===== src/verilog/hdt_pkg.sv =====
// Constants of the graphics function's configuration header tail.
// Assumes dword-wide configuration cycles with byte enables on one clock.
package hdt_pkg;

   ////////////////////////////////////////////////////////////////////////////////
   // Byte offsets in configuration space
   localparam logic [7:0]  OFS_SUBSYSTEM_IDENT      = 8'h2e;
   localparam logic [7:0]  OFS_ROM_BASE_WINDOW      = 8'h30;
   localparam logic [7:0]  OFS_FIRST_CAPABILITY     = 8'h34;
   localparam logic [7:0]  OFS_IRQ_ROUTING_LINE     = 8'h3c;
   localparam logic [7:0]  OFS_IRQ_PIN_SELECT       = 8'h3d;
   localparam logic [7:0]  OFS_MIN_GRANT_VALUE      = 8'h3e;
   localparam logic [7:0]  OFS_MAX_LATENCY_VALUE    = 8'h3f;
   localparam logic [7:0]  OFS_MIRRORED_CAPABILITY  = 8'h44;
   localparam logic [7:0]  OFS_VENDOR_CAP_BLOCK     = 8'h48;
   localparam logic [7:0]  OFS_VENDOR_CAP_BLOCK_MID = 8'h4c;
   localparam logic [7:0]  OFS_VENDOR_CAP_BLOCK_TOP = 8'h50;

   ////////////////////////////////////////////////////////////////////////////////
   // Reset and fixed values
   localparam logic [15:0] RST_SUBSYSTEM_IDENT      = 16'h0000;
   localparam logic [31:0] RST_ROM_BASE_WINDOW      = 32'h0000_0000;
   localparam logic [7:0]  VAL_CAP_POWER_MGMT       = 8'hd0;
   localparam logic [7:0]  VAL_CAP_MSI              = 8'h90;
   localparam logic [7:0]  RST_IRQ_ROUTING_LINE     = 8'h00;
   localparam logic [7:0]  VAL_IRQ_PIN_SELECT       = 8'h01;
   localparam logic [7:0]  VAL_MIN_GRANT            = 8'h00;
   localparam logic [7:0]  VAL_MAX_LATENCY          = 8'h00;
   localparam logic [7:0]  VAL_MIRRORED_CAPABILITY  = 8'he0;
   localparam logic [3:0]  VAL_CAPABILITY_VERSION   = 4'h1;
   localparam logic [7:0]  VAL_CAPABILITY_LENGTH    = 8'h09;
   localparam logic [7:0]  VAL_NEXT_CAPABILITY      = 8'h00;
   localparam logic [7:0]  VAL_CAPABILITY_ID        = 8'h09;

   ////////////////////////////////////////////////////////////////////////////////
   // Field positions of the vendor capability block (low dword)
   localparam int          POS_CAPABILITY_VERSION   = 24;
   localparam int          POS_CAPABILITY_LENGTH    = 16;
   localparam int          POS_NEXT_CAPABILITY      = 8;
   localparam int          POS_CAPABILITY_ID        = 0;

   ////////////////////////////////////////////////////////////////////////////////
   // Decode hit indexes
   localparam int          HIT_SUBSYS  = 0;
   localparam int          HIT_ROM     = 1;
   localparam int          HIT_CAPPTR  = 2;
   localparam int          HIT_IRQ     = 3;
   localparam int          HIT_MIRROR  = 4;
   localparam int          HIT_CAPBLK0 = 5;
   localparam int          HIT_CAPBLK1 = 6;
   localparam int          HIT_CAPBLK2 = 7;
   localparam int          HIT_COUNT   = 8;

endpackage


===== src/verilog/hdt_reg_if.sv =====
// Write strobe and stored value of one configuration field.
// Assumes controller and store share clk_sys.
interface hdt_reg_if #(parameter int WIDTH = 8);
   logic               wr_en;
   logic [WIDTH-1:0]   wr_data;
   logic [WIDTH/8-1:0] wr_be;
   logic [WIDTH-1:0]   value;
   logic               locked;

   modport ctrl  (output wr_en, output wr_data, output wr_be, input value, input locked);
   modport store (input wr_en, input wr_data, input wr_be, output value, output locked);
endinterface


===== src/verilog/hdt_field_reg.sv =====
// Byte-enabled configuration field, optionally write-once.
// Assumes WIDTH is a multiple of eight and writes come from clk_sys logic.
module hdt_field_reg #(
   parameter int               WIDTH       = 8,
   parameter bit               WRITE_ONCE  = 1'b0,
   parameter logic [WIDTH-1:0] RESET_VALUE = '0
) (
   // Clock and reset
   input wire logic clk_sys,
   input wire logic reset_n,
   // Field port
   hdt_reg_if.store port
);

   typedef struct packed {
      logic [WIDTH-1:0] value;
      logic             locked;
   } hdt_field_state_t;

   hdt_field_state_t state;
   hdt_field_state_t next_state;

   // Merge enabled lanes; a write-once field closes on its first write
   always_comb
   begin
      next_state = state;
      if (port.wr_en && !state.locked)
      begin
         for (int i = 0; i < WIDTH / 8; i++)
         begin
            if (port.wr_be[i])
               next_state.value[i*8 +: 8] = port.wr_data[i*8 +: 8];
         end
         next_state.locked = WRITE_ONCE;
      end
   end

   // Only reset reopens a locked field
   always_ff @(posedge clk_sys)
   begin
      if (!reset_n)
         state <= '{value: RESET_VALUE, locked: 1'b0};
      else
         state <= next_state;
   end

   assign port.value  = state.value;
   assign port.locked = state.locked;

endmodule // hdt_field_reg


===== src/verilog/hdt_cfg_decode.sv =====
// Dword address decoder for the header tail.
// Assumes the dword address is byte address bits 7:2.
module hdt_cfg_decode (
   // Request
   input  wire logic                         req,
   input  wire logic [5:0]                   dword_addr,
   // Result
   output logic      [hdt_pkg::HIT_COUNT-1:0] hit,
   output logic                              mapped
);

   logic [5:0] dw [hdt_pkg::HIT_COUNT];

   // Table of dwords owned, indexed by hit number
   assign dw[hdt_pkg::HIT_SUBSYS]  = hdt_pkg::OFS_SUBSYSTEM_IDENT[7:2];
   assign dw[hdt_pkg::HIT_ROM]     = hdt_pkg::OFS_ROM_BASE_WINDOW[7:2];
   assign dw[hdt_pkg::HIT_CAPPTR]  = hdt_pkg::OFS_FIRST_CAPABILITY[7:2];
   assign dw[hdt_pkg::HIT_IRQ]     = hdt_pkg::OFS_IRQ_ROUTING_LINE[7:2];
   assign dw[hdt_pkg::HIT_MIRROR]  = hdt_pkg::OFS_MIRRORED_CAPABILITY[7:2];
   assign dw[hdt_pkg::HIT_CAPBLK0] = hdt_pkg::OFS_VENDOR_CAP_BLOCK[7:2];
   assign dw[hdt_pkg::HIT_CAPBLK1] = hdt_pkg::OFS_VENDOR_CAP_BLOCK_MID[7:2];
   assign dw[hdt_pkg::HIT_CAPBLK2] = hdt_pkg::OFS_VENDOR_CAP_BLOCK_TOP[7:2];

   // One-hot compare
   always_comb
   begin
      for (int i = 0; i < hdt_pkg::HIT_COUNT; i++)
         hit[i] = req && (dword_addr == dw[i]);
   end

   assign mapped = |hit;

endmodule // hdt_cfg_decode


===== src/verilog/hdt_header_tail.sv =====
// Upper configuration header of the integrated graphics function.
// Assumes config cycles arrive as one-cycle requests from logic on clk_sys;
// the answer comes one cycle later, so the requester never needs to stall.
module hdt_header_tail (
   // Clock and reset
   input  wire logic        clk_sys,
   input  wire logic        reset_n,
   // Configuration cycle request
   input  wire logic        cfg_req,
   input  wire logic        cfg_write,
   input  wire logic [5:0]  cfg_dword_addr,
   input  wire logic [3:0]  cfg_byte_en,
   input  wire logic [31:0] cfg_wdata,
   // Configuration cycle answer
   output logic             cfg_done,
   output logic             cfg_claimed,
   output logic      [31:0] cfg_rdata,
   // Selection from the function's capability-list control
   input  wire logic        capability_list_select,
   // Status toward the rest of the function
   output logic      [15:0] subsystem_identifier,
   output logic             subsystem_locked,
   output logic      [7:0]  irq_routing_field,
   output logic             rom_decode_enable,
   output logic             write_ignored
);

   ////////////////////////////////////////////////////////////////////////////////
   // Byte lanes of sub-dword registers

   localparam int LANE_SUBSYS = int'(hdt_pkg::OFS_SUBSYSTEM_IDENT[1:0]);
   localparam int LANE_CAPPTR = int'(hdt_pkg::OFS_FIRST_CAPABILITY[1:0]);
   localparam int LANE_LINE   = int'(hdt_pkg::OFS_IRQ_ROUTING_LINE[1:0]);
   localparam int LANE_PIN    = int'(hdt_pkg::OFS_IRQ_PIN_SELECT[1:0]);
   localparam int LANE_GNT    = int'(hdt_pkg::OFS_MIN_GRANT_VALUE[1:0]);
   localparam int LANE_LAT    = int'(hdt_pkg::OFS_MAX_LATENCY_VALUE[1:0]);
   localparam int LANE_MIRROR = int'(hdt_pkg::OFS_MIRRORED_CAPABILITY[1:0]);

   ////////////////////////////////////////////////////////////////////////////////
   // Fixed words

   // Whole ROM window is hardwired: base, size mask, reserved and enable
   localparam logic [31:0] ROM_WORD = hdt_pkg::RST_ROM_BASE_WINDOW;

   // Low dword of the vendor capability block, kept in step with the bridge copy
   localparam logic [31:0] CAPBLK_LOW_WORD =
      (32'(hdt_pkg::VAL_CAPABILITY_VERSION) << hdt_pkg::POS_CAPABILITY_VERSION)
    | (32'(hdt_pkg::VAL_CAPABILITY_LENGTH)  << hdt_pkg::POS_CAPABILITY_LENGTH)
    | (32'(hdt_pkg::VAL_NEXT_CAPABILITY)    << hdt_pkg::POS_NEXT_CAPABILITY)
    | (32'(hdt_pkg::VAL_CAPABILITY_ID)      << hdt_pkg::POS_CAPABILITY_ID);

   ////////////////////////////////////////////////////////////////////////////////
   // State

   typedef struct packed {
      logic        done;
      logic        claimed;
      logic [31:0] rdata;
      logic        ignored;
      logic        rom_enable;
   } hdt_state_t;

   hdt_state_t state;
   hdt_state_t next_state;

   ////////////////////////////////////////////////////////////////////////////////
   // Decode

   logic [hdt_pkg::HIT_COUNT-1:0] hit;
   logic                          mapped;

   hdt_cfg_decode u_decode (
      .req        (cfg_req),
      .dword_addr (cfg_dword_addr),
      .hit        (hit),
      .mapped     (mapped)
   );

   ////////////////////////////////////////////////////////////////////////////////
   // Writable fields

   hdt_reg_if #(.WIDTH(16)) subsys_if ();
   hdt_reg_if #(.WIDTH(8))  line_if ();

   // Write-once identifier; firmware has a single chance at start-up
   hdt_field_reg #(
      .WIDTH       (16),
      .WRITE_ONCE  (1'b1),
      .RESET_VALUE (hdt_pkg::RST_SUBSYSTEM_IDENT)
   ) u_subsys (
      .clk_sys (clk_sys),
      .reset_n (reset_n),
      .port    (subsys_if.store)
   );

   // Interrupt routing is storage only; it changes no interrupt behaviour
   hdt_field_reg #(
      .WIDTH       (8),
      .WRITE_ONCE  (1'b0),
      .RESET_VALUE (hdt_pkg::RST_IRQ_ROUTING_LINE)
   ) u_line (
      .clk_sys (clk_sys),
      .reset_n (reset_n),
      .port    (line_if.store)
   );

   logic wr;
   logic subsys_lanes;
   logic line_lane;

   assign wr           = cfg_req && cfg_write;
   assign subsys_lanes = |cfg_byte_en[LANE_SUBSYS +: 2];
   assign line_lane    = cfg_byte_en[LANE_LINE];

   // Identifier write: either or both upper lanes of its dword
   assign subsys_if.wr_en   = wr && hit[hdt_pkg::HIT_SUBSYS] && subsys_lanes;
   assign subsys_if.wr_data = cfg_wdata[LANE_SUBSYS*8 +: 16];
   assign subsys_if.wr_be   = cfg_byte_en[LANE_SUBSYS +: 2];

   // Routing write: only its own lane; pin, grant and latency lanes drop
   assign line_if.wr_en   = wr && hit[hdt_pkg::HIT_IRQ] && line_lane;
   assign line_if.wr_data = cfg_wdata[LANE_LINE*8 +: 8];
   assign line_if.wr_be   = 1'b1;

   ////////////////////////////////////////////////////////////////////////////////
   // Read word assembly

   logic [7:0]  cap_pointer;
   logic [31:0] read_word;
   logic [31:0] lane_mask;

   // Pointer picks the MSI entry only when the list select bit is set
   assign cap_pointer = capability_list_select ? hdt_pkg::VAL_CAP_MSI
                                               : hdt_pkg::VAL_CAP_POWER_MGMT;

   // Disabled byte lanes read as zero
   always_comb
   begin
      for (int i = 0; i < 4; i++)
         lane_mask[i*8 +: 8] = {8{cfg_byte_en[i]}};
   end

   // Fixed and stored values placed in their lanes; unowned lanes are zero
   always_comb
   begin
      read_word = 32'h0000_0000;
      if (hit[hdt_pkg::HIT_SUBSYS])
         read_word[LANE_SUBSYS*8 +: 16] = subsys_if.value;
      if (hit[hdt_pkg::HIT_ROM])
         read_word = ROM_WORD;
      if (hit[hdt_pkg::HIT_CAPPTR])
         read_word[LANE_CAPPTR*8 +: 8] = cap_pointer;
      if (hit[hdt_pkg::HIT_IRQ])
      begin
         read_word[LANE_LINE*8 +: 8] = line_if.value;
         read_word[LANE_PIN*8 +: 8]  = hdt_pkg::VAL_IRQ_PIN_SELECT;
         read_word[LANE_GNT*8 +: 8]  = hdt_pkg::VAL_MIN_GRANT;
         read_word[LANE_LAT*8 +: 8]  = hdt_pkg::VAL_MAX_LATENCY;
      end
      if (hit[hdt_pkg::HIT_MIRROR])
         read_word[LANE_MIRROR*8 +: 8] = hdt_pkg::VAL_MIRRORED_CAPABILITY;
      if (hit[hdt_pkg::HIT_CAPBLK0])
         read_word = CAPBLK_LOW_WORD;
      // Upper block dwords are reserved zero; the top dword's high half is
      // owned by the next register and also reads zero here
      if (hit[hdt_pkg::HIT_CAPBLK1] || hit[hdt_pkg::HIT_CAPBLK2])
         read_word = 32'h0000_0000;
   end

   ////////////////////////////////////////////////////////////////////////////////
   // Dropped write detection

   logic ro_lanes_written;
   logic lock_blocked;

   // Any enabled lane of a read-only field, or a write after the lock
   always_comb
   begin
      ro_lanes_written = 1'b0;
      if (hit[hdt_pkg::HIT_SUBSYS])
         ro_lanes_written = |cfg_byte_en[LANE_SUBSYS-1:0];
      if (hit[hdt_pkg::HIT_ROM] || hit[hdt_pkg::HIT_CAPPTR] || hit[hdt_pkg::HIT_MIRROR]
          || hit[hdt_pkg::HIT_CAPBLK0] || hit[hdt_pkg::HIT_CAPBLK1]
          || hit[hdt_pkg::HIT_CAPBLK2])
         ro_lanes_written = |cfg_byte_en;
      if (hit[hdt_pkg::HIT_IRQ])
         ro_lanes_written = cfg_byte_en[LANE_PIN] || cfg_byte_en[LANE_GNT]
                            || cfg_byte_en[LANE_LAT];
   end

   assign lock_blocked = subsys_if.wr_en && subsys_if.locked;

   ////////////////////////////////////////////////////////////////////////////////
   // Answer and status registers

   // One answer per request, one cycle after it; data held until the next
   always_comb
   begin
      next_state            = state;
      next_state.done       = cfg_req;
      next_state.claimed    = mapped;
      next_state.ignored    = wr && (ro_lanes_written || lock_blocked);
      next_state.rom_enable = 1'b0;
      if (cfg_req && !cfg_write)
         next_state.rdata = read_word & lane_mask;
      else if (cfg_req)
         next_state.rdata = 32'h0000_0000;
   end

   always_ff @(posedge clk_sys)
   begin
      if (!reset_n)
         state <= '0;
      else
         state <= next_state;
   end

   ////////////////////////////////////////////////////////////////////////////////
   // Outputs

   assign cfg_done             = state.done;
   assign cfg_claimed          = state.claimed;
   assign cfg_rdata            = state.rdata;
   assign write_ignored        = state.ignored;
   assign rom_decode_enable    = state.rom_enable;
   assign subsystem_identifier = subsys_if.value;
   assign subsystem_locked     = subsys_if.locked;
   assign irq_routing_field    = line_if.value;

endmodule // hdt_header_tail


===== config.mk =====
export PLATFORM = sky130hd
export DESIGN_NAME = hdt_header_tail
export DESIGN_NICKNAME = d
export VERILOG_FILES = /design/src/verilog/hdt_pkg.sv /design/src/verilog/hdt_reg_if.sv /design/src/verilog/hdt_field_reg.sv /design/src/verilog/hdt_cfg_decode.sv /design/src/verilog/hdt_header_tail.sv
export SDC_FILE = /design/constraint.sdc
export NUM_CORES = 1
export LEC_CHECK = 0
export BUFFER_PORTS_ARGS = -buffer_cell sky130_fd_sc_hd__buf_4
export CORE_MARGIN = 2
export CORE_UTILIZATION = 35
export DETAILED_ROUTE_END_ITERATION = 10
export GPL_ROUTABILITY_DRIVEN = 0
export PLACE_DENSITY = 0.73
export SLEW_MARGIN = 0
export SYNTH_ARGS = -nofsm -noshare
export SYNTH_HDL_FRONTEND = slang
export SYNTH_SLANG_ARGS = --single-unit

===== constraint.sdc =====
create_clock -name clk_sys -period 1.13 [get_ports clk_sys]
set_input_delay 0.113 -clock clk_sys [delete_from_list [all_inputs] [get_ports clk_sys]]
set_output_delay 0.113 -clock clk_sys [all_outputs]
set_load 0.01 [all_outputs]

==> impl_results.md <==
* Worst setup SP type: flip-flop
* Drt via density at 5.00
* Distinct cell type count after synthesis at 43
* Starting Density at 0.363
* Number of hold buffers added after cts at 0
* Wire per inst at 13.6 microns
* Fill cells at 638
* Layout cells sized above 1 at 0.360
* Reg2reg setup slack at 0.008 ns
* Worst path cell trace: or2_2 > o21ai_0 > a21boi_0
* Final min period at 1.12 ns
* Gr ovfl total at 0
* Cts bufs inserted at 5
* Critical Path RT at 1.32 ns
* First-pass DRT Iterations at 4
* Vias in the first global route at 2153
* Slew Limit Fails at 0
* Unrepaired setup endpoints after global routing: yes
* Cell with the most instances after synthesis: dfxtp_1
* Ys Warns at 0
* # IOs at 108
* Clock Latency Late Sink at 0.30 ns
* Antenna Nets Post-Route at 0
* Cell taking the most area after synthesis: dfxtp_1
* Area of the core at 6390 sq um
* Buf/Inv on CP at 0
* Setup_tns at 0 ns
* Height of the die at 85.3 microns
* FP Rows at 29
* Synth Area in Simple Gates at 0.253
* Iteration-0 DRC Markers at 96
* Hpwl dp at 4710 microns
* Top delay family on crit path: flip-flops
* Area delta synth->final at 44.0%
* Total power at 3.49 mW
* Area share of fa/ha/maj cells after synthesis at 0
* Clock Sinks at 53
* Chip width at 85.3 microns
* Seq/Total Area, Yosys at 0.458
* Top cells by area, synth: dfxtp_1 46%, o21ai_0 6.5%, nand3_1 6.1%
* Critical path type: reg -> reg
* Deepest level of the CTS H-tree at 2
* Pwr Density at 1050 nW/um^2
* Root buf cell: clkbuf_8
* Max cap viols at 0
* CP Max Fanout at 8
* Via Count at 2258
* Seq cells post-synth at 53
* # DRC at 0
* Fin Hold WS at 0.0454 ns
* # setup viols final at 0
* Element type at the critical path end: flip-flop
* CTS tree: yes
* All-Layer GR Usage at 0.173
* Number of synthesized flops with an enable pin at 0
* Largest family of logic cells by synthesized area: simple AND/OR/NAND/NOR gates
* Fmax at 891 MHz
* Post-Synth XOR/XNOR Area at 0
* Slowest-stage cell, CP: dfxtp_4
* Crit share post-route at 0.993
* Skew final at 0.00645 ns
* Final Net Count at 421
* Syn avg cell area at 8.81 sq um
* Yosys top cell area share at 0.458
* Port-buffer cells at 91
* Die Area at 7280 sq um
* Async S/R FF share, synth at 0
* Detailed Route WL at 6150 microns
* Ys flop type: dfxtp_1
* Worst VDD drop at 0.566 mV
* Global-route wire length before repair at 10300 microns
* Post-synthesis cell area at 2320 sq um
* Clock buffer depth at 2
* Worst min-delay path class: in -> reg
* Static Leak at 1.44 nW
* Syn Inst Count at 263
* Mux contribution to synthesized area at 0
* Largest net degree at the start of global routing at 37
* Antenna Cells at 0
* CP arrival at 1.31 ns
* Final Hold Fails at 0
* Synth Area in Compound Gates at 0.222
* Initial antenna violation count at 0
* Largest stage delay on the critical path at 0.37 ns
* Top cells by count, synth: 53 x dfxtp_1, 30 x o21ai_0, 28 x nand3_1
* Clock-pin transition on the worst setup and hold timing paths at 0.09 ns
* Outcome: finished clean
[sequential cells by signal (all words and copies together), names as in the netlist]
name and cells:
write_ignored 1, cfg_rdata 25, cfg_done 1, u_subsys.port.locked 1, u_line.port.value 8, cfg_claimed 1
u_subsys.port.value 16
[worst paths after layout]
check                                  to            startpoint  cells after the start
hold reg to reg              cfg_rdata[3]          cfg_rdata[3]                      2
setup / recovery   u_subsys.port.value[1]  u_subsys.port.locked                      3
hold / removal    u_subsys.port.value[14]         cfg_wdata[30]                      3
setup reg to reg   u_subsys.port.value[1]  u_subsys.port.locked                      3
[cells in the final DEF, fill, tap and decap left out, types with 6 or more instances in the layout]
cell      count
nand3_1      28
dfxtp_1      52
a21oi_1       7
nor2b_1      12
o21ai_1      11
a21boi_0     10
buf_4       120
o21ai_0      19
nor2_1        6
conb_1        8
a22o_1        7
nand2_1      27
a22oi_1       6
[report_power, final]
group / internal [mW] / switching (mW)
clock network: 0.658 / 0.592
logic: 0.187 / 0.189
registers: 1.87 / 0.00179
[per-stage QoR]
step / util / cells / instance area (sq um) / worst slack [ns]
floorplan: - / 270 / 2360 / -0.0313
global placement: 0.505 / 444 / 3220 / -0.167
detailed placement: 0.505 / 444 / 3220 / -0.199
CTS: 0.522 / 452 / 3330 / 0.00962
global route: 0.522 / 452 / 3340 / -0.0565
finish: 0.522 / 452 / 3340 / 0.00819
[area by class of cell]
class,count,area (sq um),area share
Tap cell,77,96.3,0.0289
Clock inverter,2,35.0,0.0105
Multi-Input combinational cell,189,1140,0.342
Timing Repair Buffer,121,912,0.273
Clock buffer,6,72.6,0.0218
Sequential cell,53,1060,0.319
Inverter,4,15.0,0.00450
[kinds of logic after synthesis]
kind of cell	Yosys count
flip-flops	53
other	1
buffers and inverters	28
AND/OR/NAND/NOR	103
AO/OA/AOI/OAI	78
[worst min-delay path, cell delays in order]
cell     delay, ns
buf_4         0.11
nand2_1       0.05
o21ai_1       0.05
[metal layers]
metal  track usage  up-vias  wire length (microns)
met5             0        -                      0
met4        0.0317        0                     24
met3        0.0486        2                    494
met2         0.283       82                   2840
met1         0.230     1021                   2790
li1              -     1153                      -
[what timing repair did]
action                                 CTS  global route
setup endpoints to repair                0            15
endpoints found under the hold margin    0             0
setup buffers                            0             0
resized for setup                        0            10
Note: power is estimated with default switching activity, not from simulation.
